$ cat src/rtl/csmp_pkg.sv
package csmp_pkg;

  // ---------------------------------------------------------------------------
  // Port widths.
  // ---------------------------------------------------------------------------
  localparam int ADDR_W = 10;
  localparam int FUNC_W = 8;
  localparam int DATA_W = 32;
  localparam int BE_W = 4;

  // ---------------------------------------------------------------------------
  // Configuration space byte offsets; the port carries them as dword addresses.
  // ---------------------------------------------------------------------------
  localparam logic [11:0] BYTE_CMD_STATUS = 12'h004;
  localparam logic [11:0] BYTE_BASE_ZERO = 12'h010;
  localparam logic [11:0] BYTE_LINK_CTRL = 12'h080;
  localparam logic [11:0] BYTE_LB_CAP = 12'h330;
  localparam logic [11:0] BYTE_LB_CTRL = 12'h338;
  localparam logic [9:0] DW_CMD_STATUS = BYTE_CMD_STATUS[11:2];
  localparam logic [9:0] DW_BASE_ZERO = BYTE_BASE_ZERO[11:2];
  localparam logic [9:0] DW_LINK_CTRL = BYTE_LINK_CTRL[11:2];
  localparam logic [9:0] DW_LB_CAP = BYTE_LB_CAP[11:2];
  localparam logic [9:0] DW_LB_CTRL = BYTE_LB_CTRL[11:2];

  // ---------------------------------------------------------------------------
  // Stored register indices, read-only masks and reset values.
  // ---------------------------------------------------------------------------
  localparam int NUM_REGS = 5;
  localparam logic [2:0] IDX_CMD_STATUS = 3'h0;
  localparam logic [2:0] IDX_BASE_ZERO = 3'h1;
  localparam logic [2:0] IDX_LINK_CTRL = 3'h2;
  localparam logic [2:0] IDX_LB_CAP = 3'h3;
  localparam logic [2:0] IDX_LB_CTRL = 3'h4;
  localparam logic [2:0] IDX_NONE = 3'h7;
  localparam logic [31:0] RO_MASK_CMD_STATUS = 32'hffff_0000;
  localparam logic [31:0] RO_MASK_LB_CAP = 32'hffff_ffff;
  localparam logic [31:0] RO_MASK_NONE = 32'h0000_0000;
  localparam logic [31:0] RESET_ZERO = 32'h0000_0000;
  // Capability header value is arbitrary.
  localparam logic [31:0] LB_CAP_INIT = 32'h0001_000b;
  localparam logic [FUNC_W-1:0] FUNC_IMPLEMENTED = 8'h00;
  localparam int LB_START_BIT = 0;
  localparam int LINK_RETRAIN_BIT = 5;
  localparam logic [2:0] WRITE_LAT = 3'h3;

  // ---------------------------------------------------------------------------
  // Canned loopback start and link retrain writes.
  // ---------------------------------------------------------------------------
  localparam logic [31:0] LB_START_DATA = 32'h0000_0001;
  localparam logic [3:0] LB_START_BE = 4'h1;
  localparam logic [31:0] RETRAIN_DATA = 32'h0000_0020;
  localparam logic [3:0] RETRAIN_BE = 4'h1;

  // ---------------------------------------------------------------------------
  // Requester APB register offsets and bits.
  // ---------------------------------------------------------------------------
  localparam logic [7:0] REG_CTRL = 8'h00;
  localparam logic [7:0] REG_ADDR = 8'h04;
  localparam logic [7:0] REG_FUNC = 8'h08;
  localparam logic [7:0] REG_WDATA = 8'h0c;
  localparam logic [7:0] REG_BEN = 8'h10;
  localparam logic [7:0] REG_STAT = 8'h14;
  localparam logic [7:0] REG_RDATA = 8'h18;
  localparam int CTRL_GO = 0;
  localparam int CTRL_WRITE = 1;
  localparam int CTRL_DEBUG = 2;
  localparam int CTRL_LOOPBACK = 3;
  localparam int STAT_BUSY = 0;
  localparam int STAT_DONE = 1;

  typedef enum logic [1:0] {LB_NONE, LB_START, LB_RETRAIN} csmp_lb_e;

endpackage

$ cat src/rtl/csmp_if.sv
`timescale 1ns/1ps
interface csmp_if;
  logic [csmp_pkg::ADDR_W-1:0] addr;
  logic [csmp_pkg::FUNC_W-1:0] funcNum;
  logic [csmp_pkg::DATA_W-1:0] writeData;
  logic [csmp_pkg::BE_W-1:0] byteEn;
  logic writeReq;
  logic readReq;
  logic debugAccess;
  logic [csmp_pkg::DATA_W-1:0] readData;
  logic done;

  modport dev (
    input addr,
    input funcNum,
    input writeData,
    input byteEn,
    input writeReq,
    input readReq,
    input debugAccess,
    output readData,
    output done
  );

  modport req (
    output addr,
    output funcNum,
    output writeData,
    output byteEn,
    output writeReq,
    output readReq,
    output debugAccess,
    input readData,
    input done
  );
endinterface

$ cat src/rtl/csmp_requester.sv
`timescale 1ns/1ps
// Functional notes
// Requester sends dword address, byte address divided by four.
// Read drives 10-bit address and 8-bit function.
// Read data valid only with completion strobe.
// Write presents address, function, data, byte mask.
// Completion strobe marks write done, possibly later.
// Requester holds all request fields until completion.
// Write request drops cycle after completion.
// Root-port override writes read-only fields.
// Root port configures its space through this port.
// Loopback capability starts at byte 0x330.
// Loopback start: write 1 to dword 0xCE.
// Then retrain: write 0x20 to dword 0x20.
// Read request held until completion, then dropped.
// One strobe per request; wait for release.
module csmp_requester (
  input wire logic clk,
  input wire logic rst,
  input wire logic ce,
  input wire logic psel,
  input wire logic penable,
  input wire logic pwrite,
  input wire logic [7:0] paddr,
  input wire logic [31:0] pwdata,
  output logic [31:0] prdata,
  output logic pready,
  output logic pslverr,
  csmp_if.req port
);

  // ---------------------------------------------------------------------------
  // Sequencer states and software-visible registers.
  // ---------------------------------------------------------------------------
  typedef enum logic [1:0] {IDLE, ISSUE, RELEASE} csmp_req_e;

  csmp_req_e state_r, state_nxt;
  csmp_pkg::csmp_lb_e lbStep_r, lbStep_nxt;
  logic writeMode_r, writeMode_nxt;
  logic debug_r, debug_nxt;
  logic [11:0] byteAddr_r, byteAddr_nxt;
  logic [7:0] func_r, func_nxt;
  logic [31:0] wdata_r, wdata_nxt;
  logic [3:0] ben_r, ben_nxt;
  logic [31:0] rdata_r, rdata_nxt;
  logic doneFlag_r, doneFlag_nxt;

  // ---------------------------------------------------------------------------
  // Registered request outputs toward the configuration port.
  // ---------------------------------------------------------------------------
  logic [9:0] ifAddr_r, ifAddr_nxt;
  logic [7:0] ifFunc_r, ifFunc_nxt;
  logic [31:0] ifWdata_r, ifWdata_nxt;
  logic [3:0] ifBen_r, ifBen_nxt;
  logic ifWrite_r, ifWrite_nxt;
  logic ifRead_r, ifRead_nxt;
  logic ifDebug_r, ifDebug_nxt;

  logic access;
  logic wrAccess;
  logic mapped;
  logic busy;

  // ---------------------------------------------------------------------------
  // APB slave decode.
  // ---------------------------------------------------------------------------

  // The slave answers in the first access cycle unless the clock is disabled.
  assign pready = ce;
  assign access = psel & penable & ce;
  assign wrAccess = access & pwrite;
  assign busy = (state_r != IDLE);

  // Flag whether the offset names one of our registers.
  always_comb
  begin
    unique case (paddr)
      csmp_pkg::REG_CTRL,
      csmp_pkg::REG_ADDR,
      csmp_pkg::REG_FUNC,
      csmp_pkg::REG_WDATA,
      csmp_pkg::REG_BEN,
      csmp_pkg::REG_STAT,
      csmp_pkg::REG_RDATA: mapped = 1'b1;
      default: mapped = 1'b0;
    endcase
  end

  // Unmapped offsets give an error response and read as zero.
  assign pslverr = psel & penable & ~mapped;

  // Read data multiplexer over the stored registers.
  always_comb
  begin
    prdata = 32'h0000_0000;
    unique case (paddr)
      csmp_pkg::REG_CTRL:
      begin
        prdata[csmp_pkg::CTRL_WRITE] = writeMode_r;
        prdata[csmp_pkg::CTRL_DEBUG] = debug_r;
      end
      csmp_pkg::REG_ADDR: prdata[11:0] = byteAddr_r;
      csmp_pkg::REG_FUNC: prdata[7:0] = func_r;
      csmp_pkg::REG_WDATA: prdata = wdata_r;
      csmp_pkg::REG_BEN: prdata[3:0] = ben_r;
      csmp_pkg::REG_STAT:
      begin
        prdata[csmp_pkg::STAT_BUSY] = busy;
        prdata[csmp_pkg::STAT_DONE] = doneFlag_r;
      end
      csmp_pkg::REG_RDATA: prdata = rdata_r;
      default: prdata = 32'h0000_0000;
    endcase
  end

  // ---------------------------------------------------------------------------
  // Setup registers and request sequencer.
  // ---------------------------------------------------------------------------

  // Setup registers take writes at any time; a start while busy is ignored.
  always_comb
  begin
    state_nxt = state_r;
    lbStep_nxt = lbStep_r;
    writeMode_nxt = writeMode_r;
    debug_nxt = debug_r;
    byteAddr_nxt = byteAddr_r;
    func_nxt = func_r;
    wdata_nxt = wdata_r;
    ben_nxt = ben_r;
    rdata_nxt = rdata_r;
    doneFlag_nxt = doneFlag_r;
    ifAddr_nxt = ifAddr_r;
    ifFunc_nxt = ifFunc_r;
    ifWdata_nxt = ifWdata_r;
    ifBen_nxt = ifBen_r;
    ifWrite_nxt = ifWrite_r;
    ifRead_nxt = ifRead_r;
    ifDebug_nxt = ifDebug_r;
    if (wrAccess)
    begin
      unique case (paddr)
        csmp_pkg::REG_CTRL:
        begin
          writeMode_nxt = pwdata[csmp_pkg::CTRL_WRITE];
          debug_nxt = pwdata[csmp_pkg::CTRL_DEBUG];
        end
        csmp_pkg::REG_ADDR: byteAddr_nxt = pwdata[11:0];
        csmp_pkg::REG_FUNC: func_nxt = pwdata[7:0];
        csmp_pkg::REG_WDATA: wdata_nxt = pwdata;
        csmp_pkg::REG_BEN: ben_nxt = pwdata[3:0];
        csmp_pkg::REG_STAT:
        begin
          if (pwdata[csmp_pkg::STAT_DONE])
          begin
            doneFlag_nxt = 1'b0;
          end
        end
        default: doneFlag_nxt = doneFlag_r;
      endcase
    end
    unique case (state_r)
      IDLE:
      begin
        if (wrAccess && paddr == csmp_pkg::REG_CTRL && pwdata[csmp_pkg::CTRL_LOOPBACK])
        begin
          ifAddr_nxt = csmp_pkg::DW_LB_CTRL;
          ifFunc_nxt = func_r;
          ifWdata_nxt = csmp_pkg::LB_START_DATA;
          ifBen_nxt = csmp_pkg::LB_START_BE;
          ifWrite_nxt = 1'b1;
          ifRead_nxt = 1'b0;
          ifDebug_nxt = 1'b0;
          lbStep_nxt = csmp_pkg::LB_START;
          state_nxt = ISSUE;
        end
        else if (wrAccess && paddr == csmp_pkg::REG_CTRL && pwdata[csmp_pkg::CTRL_GO])
        begin
          ifAddr_nxt = byteAddr_r[11:2];
          ifFunc_nxt = func_r;
          ifWdata_nxt = wdata_r;
          ifBen_nxt = ben_r;
          ifWrite_nxt = pwdata[csmp_pkg::CTRL_WRITE];
          ifRead_nxt = ~pwdata[csmp_pkg::CTRL_WRITE];
          ifDebug_nxt = pwdata[csmp_pkg::CTRL_DEBUG] & pwdata[csmp_pkg::CTRL_WRITE];
          lbStep_nxt = csmp_pkg::LB_NONE;
          state_nxt = ISSUE;
        end
      end
      ISSUE:
      begin
        // Every request field stays put until the strobe is seen.
        if (port.done)
        begin
          ifWrite_nxt = 1'b0;
          ifRead_nxt = 1'b0;
          ifDebug_nxt = 1'b0;
          if (ifRead_r)
          begin
            rdata_nxt = port.readData;
          end
          state_nxt = RELEASE;
        end
      end
      RELEASE:
      begin
        // One idle cycle lets the device see the request dropped.
        if (lbStep_r == csmp_pkg::LB_START)
        begin
          ifAddr_nxt = csmp_pkg::DW_LINK_CTRL;
          ifWdata_nxt = csmp_pkg::RETRAIN_DATA;
          ifBen_nxt = csmp_pkg::RETRAIN_BE;
          ifWrite_nxt = 1'b1;
          lbStep_nxt = csmp_pkg::LB_RETRAIN;
          state_nxt = ISSUE;
        end
        else
        begin
          doneFlag_nxt = 1'b1;
          lbStep_nxt = csmp_pkg::LB_NONE;
          state_nxt = IDLE;
        end
      end
    endcase
  end

  // Register all requester state; the clock enable freezes it.
  always_ff @(posedge clk or posedge rst)
  begin
    if (rst)
    begin
      state_r <= IDLE;
      lbStep_r <= csmp_pkg::LB_NONE;
      writeMode_r <= 1'b0;
      debug_r <= 1'b0;
      byteAddr_r <= 12'h000;
      func_r <= 8'h00;
      wdata_r <= 32'h0000_0000;
      ben_r <= 4'h0;
      rdata_r <= 32'h0000_0000;
      doneFlag_r <= 1'b0;
      ifAddr_r <= 10'h000;
      ifFunc_r <= 8'h00;
      ifWdata_r <= 32'h0000_0000;
      ifBen_r <= 4'h0;
      ifWrite_r <= 1'b0;
      ifRead_r <= 1'b0;
      ifDebug_r <= 1'b0;
    end
    else if (ce)
    begin
      state_r <= state_nxt;
      lbStep_r <= lbStep_nxt;
      writeMode_r <= writeMode_nxt;
      debug_r <= debug_nxt;
      byteAddr_r <= byteAddr_nxt;
      func_r <= func_nxt;
      wdata_r <= wdata_nxt;
      ben_r <= ben_nxt;
      rdata_r <= rdata_nxt;
      doneFlag_r <= doneFlag_nxt;
      ifAddr_r <= ifAddr_nxt;
      ifFunc_r <= ifFunc_nxt;
      ifWdata_r <= ifWdata_nxt;
      ifBen_r <= ifBen_nxt;
      ifWrite_r <= ifWrite_nxt;
      ifRead_r <= ifRead_nxt;
      ifDebug_r <= ifDebug_nxt;
    end
  end

  // ---------------------------------------------------------------------------
  // Drive the configuration port from the request registers.
  // ---------------------------------------------------------------------------
  assign port.addr = ifAddr_r;
  assign port.funcNum = ifFunc_r;
  assign port.writeData = ifWdata_r;
  assign port.byteEn = ifBen_r;
  assign port.writeReq = ifWrite_r;
  assign port.readReq = ifRead_r;
  assign port.debugAccess = ifDebug_r;

endmodule

$ cat src/flat_wrapper.sv
// flat-port wrapper written by rule: the top's interface ports become plain ports
module csmp_requester_flat 
  (clk, rst, ce, psel, penable, pwrite, paddr, pwdata, prdata, pready, pslverr, port_addr, port_funcNum, port_writeData, port_byteEn, port_writeReq, port_readReq, port_debugAccess, port_readData, port_done);
  csmp_if port_i ();
  input wire logic clk;
  input wire logic rst;
  input wire logic ce;
  input wire logic psel;
  input wire logic penable;
  input wire logic pwrite;
  input wire logic [7:0] paddr;
  input wire logic [31:0] pwdata;
  output logic [31:0] prdata;
  output logic pready;
  output logic pslverr;
  output wire logic [$bits(port_i.addr)-1:0] port_addr;
  output wire logic [$bits(port_i.funcNum)-1:0] port_funcNum;
  output wire logic [$bits(port_i.writeData)-1:0] port_writeData;
  output wire logic [$bits(port_i.byteEn)-1:0] port_byteEn;
  output wire logic [$bits(port_i.writeReq)-1:0] port_writeReq;
  output wire logic [$bits(port_i.readReq)-1:0] port_readReq;
  output wire logic [$bits(port_i.debugAccess)-1:0] port_debugAccess;
  input wire logic [$bits(port_i.readData)-1:0] port_readData;
  input wire logic [$bits(port_i.done)-1:0] port_done;
  assign port_addr = port_i.addr;
  assign port_funcNum = port_i.funcNum;
  assign port_writeData = port_i.writeData;
  assign port_byteEn = port_i.byteEn;
  assign port_writeReq = port_i.writeReq;
  assign port_readReq = port_i.readReq;
  assign port_debugAccess = port_i.debugAccess;
  assign port_i.readData = port_readData;
  assign port_i.done = port_done;
  csmp_requester u_core (.clk(clk), .rst(rst), .ce(ce), .psel(psel), .penable(penable), .pwrite(pwrite), .paddr(paddr), .pwdata(pwdata), .prdata(prdata), .pready(pready), .pslverr(pslverr), .port(port_i));
endmodule
$ cat config.mk
export PLATFORM = sky130hd
export DESIGN_NAME = csmp_requester_flat
export DESIGN_NICKNAME = d
export VERILOG_FILES = /design/src/rtl/csmp_pkg.sv /design/src/rtl/csmp_if.sv /design/src/rtl/csmp_requester.sv /design/src/flat_wrapper.sv
export SDC_FILE = /design/constraint.sdc
export NUM_CORES = 1
export LEC_CHECK = 0
export BUFFER_PORTS_ARGS = -buffer_cell sky130_fd_sc_hd__buf_4
export CORE_MARGIN = 5
export CORE_UTILIZATION = 45
export DETAILED_ROUTE_END_ITERATION = 16
export PLACE_DENSITY = 0.7
export SKIP_LAST_GASP = 1
export SYNTH_ARGS = -nofsm -noshare
export SYNTH_HDL_FRONTEND = slang
export SYNTH_SLANG_ARGS = --single-unit
$ cat constraint.sdc
create_clock -name clk -period 8.28 [get_ports clk]
set_input_delay 0.414 -clock clk [delete_from_list [all_inputs] [get_ports clk]]
set_output_delay 0.414 -clock clk [all_outputs]
set_load 0.01 [all_outputs]
* After elaboration in Yosys (flattened, before gate mapping)
Index checks and enable logic that the tools add are counted.
Operators by class: muxes and demuxes 47, bitwise operators 7, reduce and logical (&&, ||, !) cells 22, equality and inequality tests 12
Operators by type and width (count):
- 32-bit 2-to-1 mux | 3
- 32-bit one-hot mux with 2 select lines | 1
- 20-bit one-hot mux with 2 select lines | 1
- 10-bit 2-to-1 mux | 3
- 8-bit by 5-bit == test with 1-bit output, second input constant | 3
- 3-bit AND reduction | 8
- 10-bit one-hot mux with 2 select lines | 1
- 8-bit by 4-bit == test with 1-bit output, second input constant | 2
- 8-bit 2-to-1 mux | 2
- 4-bit one-hot mux with 4 select lines | 1
- 4-bit AND reduction | 4
- 1-bit 2-to-1 mux | 15
- 2-bit 2-to-1 mux | 6
- 4-bit 2-to-1 mux | 3
- 1-bit one-hot mux with 6 select lines | 2
- 4-bit one-hot mux with 3 select lines | 1
- 8-bit by 3-bit == test with 1-bit output, second input constant | 1
- 8-bit logical NOT | 1
- 4-bit one-hot mux with 2 select lines | 1
- 2-bit nonzero test | 4
- 1-bit one-hot mux with 7 select lines | 1
- 7-bit OR reduction | 1
- 2-bit one-hot mux with 3 select lines | 1
- 1-bit bitwise AND | 5
- other kinds (12) | 17
Word-level totals: output and inout bits 91, bits in registers 152

* Logic depth before layout (Yosys ltp)
Gate-level depths: netlist (run 1).
depth in word-level cells 8, depth in mapped cells 8, mapped depth without buffers 6

* Worst setup path after synthesis (run 1)
No wires, ideal clock.
path type input port to output port, start in paddr[3], end out prdata[12], stages on the path 6, required time 7866 ps, setup slack 5834 ps, arrival time 2032 ps, path through buf_2 > nor4b_2 > and3_1 > clkbuf_1 > buf_1 > a22o_1
Between the ends: longest elaborated chain between the ends 2, elaborated cells on any way between the ends 3, classes of those cells 2 x eq/ne; 1 x mux
Ends and longest elaborated chain:
- from (decl) | RTL line flat_wrapper.sv:11 | input wire logic [7:0] paddr;
- 8-bit by 5-bit == test with 1-bit output / 8-bit by 4-bit == test with 1-bit output (equally long branches) | RTL line csmp_requester.sv:96 | unique case (paddr)
- 20-bit one-hot mux with 2 select lines * | RTL line csmp_requester.sv:96
- to (decl) | RTL line flat_wrapper.sv:13 | output logic [31:0] prdata;
Mark *: on every way between the ends. The rest lies on a longest branch, timed or not.

* Worst setup path in the final report (run 1)
start in paddr[2], end out prdata[7]
Between the ends: longest elaborated chain between the ends 2, elaborated cells on any way between the ends 5, classes of those cells 4 x eq/ne; 1 x mux
Ends and longest elaborated chain (RTL line):
- 8-bit by 5-bit == test with 1-bit output, or another cell as far along | csmp_requester.sv:96
- 4-bit one-hot mux with 4 select lines * | csmp_requester.sv:96
Marks and branches as above.

==> metrics.md, run 1 <==
| Metric | Value |
|---|---|
| Via count | 4868 |
| CTS tree | yes |
| Num ports | 170 |
| Footprint of the multi-input gates | 0.002551 mm2 |
| VDD IR max | about 0.14 mV |
| FF+latch count, synth | 152 |
| CTS sink cnt | 152 |
| Crit path arrival time | between 2 and 3 ns |
| CP Class | input pin to output port |
| Worst skew pair latency | 0.42 ns |
| Die Y | around 130 um |
| Worst slew pin tran | 1.183 ns |
| Worst slew margin | 20.70% |
| Post-route ant nets | 0 |
| Initial DRT Pass Iterations | 5 |
| Worst hold-check path type | input pin to asynchronous set/reset pin |
| Post-synth top flop | dfrtp_1 |
| I/O Buffers | 169 |
| Final Non-Filler Cells | around 870 |
| Setup Buffers After CTS | 0 |
| Die X | approximately 130 um |
| ANT cells | 0 |
| CTS buffer count | 17 |
| Tmin final | 3.289 ns |
| Core Util, Final | between 50% and 60% |
| Core area | 0.01442 mm2 |
| All-Layer GR Usage | 21.07% |
| Avg Cell Area, Syn | 12.99 um2 |
| First-pass GRT wire length | 27390 um |
| Clk slew on worst S/H paths | around 0.06 ns |
| Max Cap Viol | 0 |
| Cell Pwr Density | 236.1 mW/mm2 |
| Status | complete, no violations |
| Vias per inst | 5.621 |
| Mapped Nets | 587 |
| Setup-failing EPs final | 0 |
| Final Wtd Congestion | approximately 0.9 |
| Final setup TNS | 0 ns |
| Die Area | 0.01707 mm2 |
| RSZ-0062 raised after global routing | false |
| Largest net degree at the start of global routing | 78 |
| Synth Instances | just over 500 |
| Post-CTS Resized | 0 |
| Clock Skews | roughly 0.0055 ns |
| Area Overhead vs Synth | 31.31% |
| Leakage | roughly 4.4 nW |
| Tcrit/Tclk final | 39.72% |
| Initial detailed-routing violation count | about 380 |
| Worst Setup End Kind | output port |
| Total wire length | 17660 um |
| # nets final | 752 |
| WP data required | 7.87 ns |
| Share of the synthesized area in the top cell type | 58.08% |
| Synthesized area | 0.006549 mm2 |
| CTS H-Tree Depth | 4 |
| Post-synthesis async set-or-reset flop share | 100.0% |
| Fillers | roughly 1200 |
| Synth unique cells | 43 |
| Final Hold Vio Count | 0 |
| Cell Rows | 44 |
| Reg area | about 0.0038 mm2 |
| Critical path fanouts, max | 19 |
| FMAX | 0.3040 GHz |
| Synth area leader | dfrtp_1 |
| Starting Density | 45.40% |
| Detailed Place HPWL | 12500 um |
| Top post-synthesis cells by area | dfrtp_1 58%, mux2_2 16%, a22o_1 8.2%, nand2_1 2.6%, clkbuf_1 1.1% |
| Antenna violations before repair | 0 |
| CTS Buffer Depth | 2 |
| Startpoint Class | input pin |
| Clock Tree Root | clkbuf_16 |
| Hold buffer count at cts | 0 |
| GRT overflow | 0 |
| Number of flops mapped to enable cells by yosys | 0 |
| Wire per inst | a little over 20 um |
| Final Max Slew Viols | 0 |
| Share of layout cells above drive strength 1 | a little under half |
| DRC | 0 |
| Vias in the first global route | 5092 |
| Synth warn | 0 |
| Register area share after synthesis | roughly three fifths |
| Placed cells | 834 |
[per-layer routing]
metal / vias up / GRT usage [%] / wire length, um
met3: 37 / 7.602 / 1819
met1: 2401 / 27.83 / 7373
li1: 2199 / - / -
met2: 231 / 31.58 / 8033
met4: 0 / 8.953 / 437
met5: - / 0 / 0
[cells in the mapped netlist (all sizes together), types with 5 or more instances]
library cell  instances
a222oi                5
a22o                 61
a22oi                 8
buf                  11
clkbuf               19
dfrtp               152
inv                  15
mux2                 93
nand2                45
nand3                 7
nor2                  6
nor2b                 6
nor3                  5
o211ai                8
o21ai                14
[registers in the layout, indices dropped and copies added (netlist names), 4 cells and up]
name and count:
u_core.port.writeData 32, u_core.rdata_r 32, u_core.wdata_r 32, u_core.byteAddr_r 12, u_core.port.addr 10, u_core.func_r 8, u_core.port.funcNum 8, u_core.ben_r 4
u_core.port.byteEn 4
[worst max-delay path: stages]
cell	delay (ns)
buf_4	0.17
nor4b_2	0.90
and3_1	0.57
buf_4	0.36
a22oi_1	0.12
o21ai_0	0.15
buf_4	0.18
[cell families (layout without fill, tap and decap cells)]
logic type	after synthesis	count (layout)	share of synthesized area, %
and+or+nand+nor	93	93	7.470
buffers and inverters	45	223	3.038
adders and majority gates	4	4	0.7643
muxes	96	96	16.64
AOI/OAI and AO/OA	114	114	14.00
DFF	152	152	58.08
[layout by cell type (no fill, tap or decap), drive strengths merged, types with 2 or more instances in the layout]
cell type and n:
and2 2, clkinv 5, a32oi 2, o211ai 8, nand2 45, a22oi 8
nor4 4, mux2 93, ha 4, nand4 4, clkbuf 21, o2bb2ai 4
nand3 7, nor2b 6, buf 176, nand2b 2, mux2i 2, and3 4
or4 3, and4 2, a2bb2oi 2, o21ai 14, nor3 5, inv 15
a22o 61, a21oi 3, dfrtp 152, a21o 3, clkinvlp 2, nor2 6
bufinv 4, a222oi 5
[power breakdown]
group | switching, mW | total, mW | internal (mW)
Clock | 0.300 | 0.821 | 0.521
Combinational | 0.149 | 0.308 | 0.159
Sequential | 0.0601 | 0.902 | 0.842
[layout make-up]
cell class	count	share of cell area, %
clock buffer	21	5.354
clock inverter	11	1.993
inverter	15	0.7129
multi-input combinational	307	29.67
sequential	152	44.23
tap	184	2.677
timing repair buffer	176	15.36
[path summary, 6_finish.rpt]
path / from / end / slack [ns] / cells past startpoint
max: paddr[2] / prdata[7] / 4.99 / 7
min: rst / u_core.rdata_r[21] / 0.11 / 2
max reg2reg: u_core.state_r[1] / u_core.port.writeData[22] / 5.58 / 6
min reg2reg: u_core.port.funcNum[5] / u_core.port.funcNum[5] / 0.47 / 2
max in group asynchronous: rst / u_core.port.writeReq / 6.70 / 3
min in group clk: port_readData[6] / u_core.rdata_r[6] / 0.22 / 2
[per-stage QoR]
stage | hold WS, ns | area, um2 | setup WS (ns) | total power, mW
after floorplan | 0.4341 | 6549 | 3.773 | 1.090
after global placement | 0.4541 | 7968 | 5.139 | 1.204
after detailed placement | 0.4594 | 7968 | 5.099 | 1.224
after CTS | 0.1243 | 8600 | 5.057 | 2.048
after global routing | 0.1572 | 8600 | 4.957 | 2.121
final | 0.1070 | 8600 | 4.991 | 2.030
No activity file was read; power rests on OpenSTA's default activity.
==> inputs of run 2 (changes only) <==
==> constraint.sdc (replaced) <==
create_clock -name clk -period 3.2 [get_ports clk]
set_input_delay 0.16 -clock clk [delete_from_list [all_inputs] [get_ports clk]]
set_output_delay 0.16 -clock clk [all_outputs]
set_load 0.01 [all_outputs]
==> metrics.md, run 2 (synthesized netlist as in run 1, its figures left out) <==
| Metric | Value |
|---|---|
| FMAX | 0.3973 GHz |
| Die Y | 130.6 um (unchanged) |
| Placement Cell Area | 0.008031 mm2 (+0.80%) |
| Final setup TNS | 0 ns (unchanged) |
| Placed cells | 841 (+0.84%) |
| CTS H-Tree Depth | 4 (unchanged) |
| CP max stage cell | or4_4 |
| Largest net degree at the start of global routing | 88 (+13%) |
| Final Non-Filler Cells | 933 (+7.7%) |
| Post-CTS Resized | 0 (unchanged) |
| Clock Skews | 0.007184 ns (+0.001686 ns) |
| Final Instance Area | 0.009260 mm2 (+7.7%) |
| Via count | 5157 (+5.9%) |
| Delay-heaviest family, CP | compound AO/OA/AOI/OAI gates |
| Clock Tree Root | clkbuf_16 |
| Critical Path Max Stage Delay | 0.65 ns (-0.25 ns) |
| CTS buffer count | 17 (unchanged) |
| Final Max Slew Viols | 0 (unchanged) |
| Max Cap Viol | 0 (unchanged) |
| Startpoint Class | flip-flop |
| Hold_ws | 0.01852 ns (-0.08852 ns) |
| Die Area | 0.01707 mm2 (unchanged) |
| WP data required | 3.49 ns (-4.38 ns) |
| Detailed Place HPWL | 12670 um (+1.4%) |
| Leakage | 4.649 nW (+6.5%) |
| Worst hold-check path type | input pin to flip-flop |
| Initial DRT Pass Iterations | 6 (+1) |
| CP Class | flip-flop to flip-flop |
| Vias in the first global route | 5155 (+1.2%) |
| Tcrit/Tclk final | about four fifths |
| Most frequent cells in the layout | 182 x buf_4, 152 x dfrtp_1, 93 x mux2_2, 61 x a22o_1, 61 x dlygate4sd3_1 |
| GRT overflow | 0 (unchanged) |
| CTS Buffer Depth | 2 (unchanged) |
| Status | complete, no violations |
| Worst Setup End Kind | flip-flop |
| Final Wtd Congestion | 0.8890 (-3.6%) |
| CTS tree | yes |
| Hold buffer count at cts | 60 (+60) |
| Starting Density | 45.40% (unchanged) |
| Cell Pwr Density | 569.3 mW/mm2 (+140%) |
| Post-route ant nets | 0 (unchanged) |
| Worst slew margin | 45.97% (+25 points) |
| Cell Chain, Critical Path | inv_1 > ha_1 > o211ai_1 > or4_4 > a21o_1 > buf_4 > a22o_1 |
| Tmin final | 2.517 ns |
| Worst skew pair latency | 0.41 ns (about the same) |
| Worst slew pin tran | 0.8038 ns (-0.3793 ns) |
| Final WS setup | 0.6829 ns (-4.308 ns) |
| Commonest non-fill, non-tap cell in the layout | buf_4 |
| First-pass GRT wire length | 28030 um (+2.3%) |
| Antenna violations before repair | 0 (unchanged) |
| VDD IR max | 0.3782 mV (+180%) |
| Initial detailed-routing violation count | 374 (-2.3%) |
| Clk slew on worst S/H paths | 0.06 ns (about the same) |
| WP buf/inv | 2 (-1) |
| Wire per inst | 19.64 um (-3.7%) |
| DRC | 0 (unchanged) |
| Die X | 130.6 um (unchanged) |
| Critical path fanouts, max | 38 (+19) |
| All-Layer GR Usage | 21.47% (+0.40 points) |
| Core Util, Final | 64.20% (+4.6 points) |
| ANT cells | 0 (unchanged) |
| Num ports | 170 (unchanged) |
| Core area | 0.01442 mm2 (unchanged) |
| Final Hold Vio Count | 0 (unchanged) |
| I/O Buffers | 169 (unchanged) |
| Cell Rows | 44 (unchanged) |
| Overall power | 5.272 mW (+160%) |
| Setup Buffers After CTS | 0 (unchanged) |
| Crit path arrival time | 2.81 ns (-0.07 ns) |
| Share of layout cells above drive strength 1 | 41.92% (-3.2 points) |
| DP Worst Slack | 0.6825 ns (-4.417 ns) |
| CTS sink cnt | 152 (unchanged) |
| Total wire length | 18330 um (+3.7%) |
| Vias per inst | 5.527 (-1.7%) |
| RSZ-0062 raised after global routing | false |
| Setup-failing EPs final | 0 (unchanged) |
| Area Overhead vs Synth | 41.40% |
| # nets final | 820 (+9.0%) |
[run 2: changes by cell type in the layout (fill, tap and decap cells not counted)]
cell	delta
dlygate4sd3_1	+61
buf_4	+6
buf_12	+1
clkbuf_8	-1
clkinv_4	-1
clkinvlp_4	+1
[run 2: worst reg2reg max path: stages, from the launching register on]
cell and delay (ns):
dfrtp_1 0.42, inv_1 0.11, ha_1 0.22, o211ai_1 0.25, or4_4 0.65, a21o_1 0.19, buf_4 0.25, a22o_1 0.32
[run 2: worst paths after layout]
path                                              from                        end  slack [ns]  depth (start not counted)
max in group asynchronous                          rst  u_core.port.writeData[11]        1.97                          4
worst max register to register       u_core.state_r[0]   u_core.port.writeData[3]        0.68                          7
worst max-delay path                 u_core.state_r[0]   u_core.port.writeData[3]        0.68                          7
min in group asynchronous                          rst         u_core.wdata_r[22]        0.33                          3
worst min-delay path                         pwdata[5]          u_core.wdata_r[5]        0.02                          2
worst min register to register  u_core.port.funcNum[3]     u_core.port.funcNum[3]        0.47                          2
[run 2: layer usage]
layer  vias up  part of all wire [%]  track usage (%)  routed length [um]
li1       2336                     -                -                   -
met1      2554                    42            28.46                7673
met2       241                    48            34.91                8789
met3        26                   9.0            6.545                1654
met4         0                   1.1            5.142                 207
met5         -                     0                0                   0
[run 2: power breakdown]
| group | leakage (nW) | switching, mW | internal, mW | total, mW |
|---|---|---|---|---|
| clock | 0.296 | 0.756 | 1.32 | 2.08 |
| combinational | 2.30 | 0.397 | 0.463 | 0.860 |
| sequential | 2.05 | 0.155 | 2.18 | 2.33 |
| total | 4.65 | 1.31 | 3.96 | 5.27 |
[run 2: final cells by class]
type	count	area, um2
multi-input cells	307	2551
well taps	184	230.2
clock buffers	20	446.7
clock inverters	11	171.4
fillers	1090	5164
inverters	15	60.06
flip-flops and latches	152	3804
repair buffers	244	1997
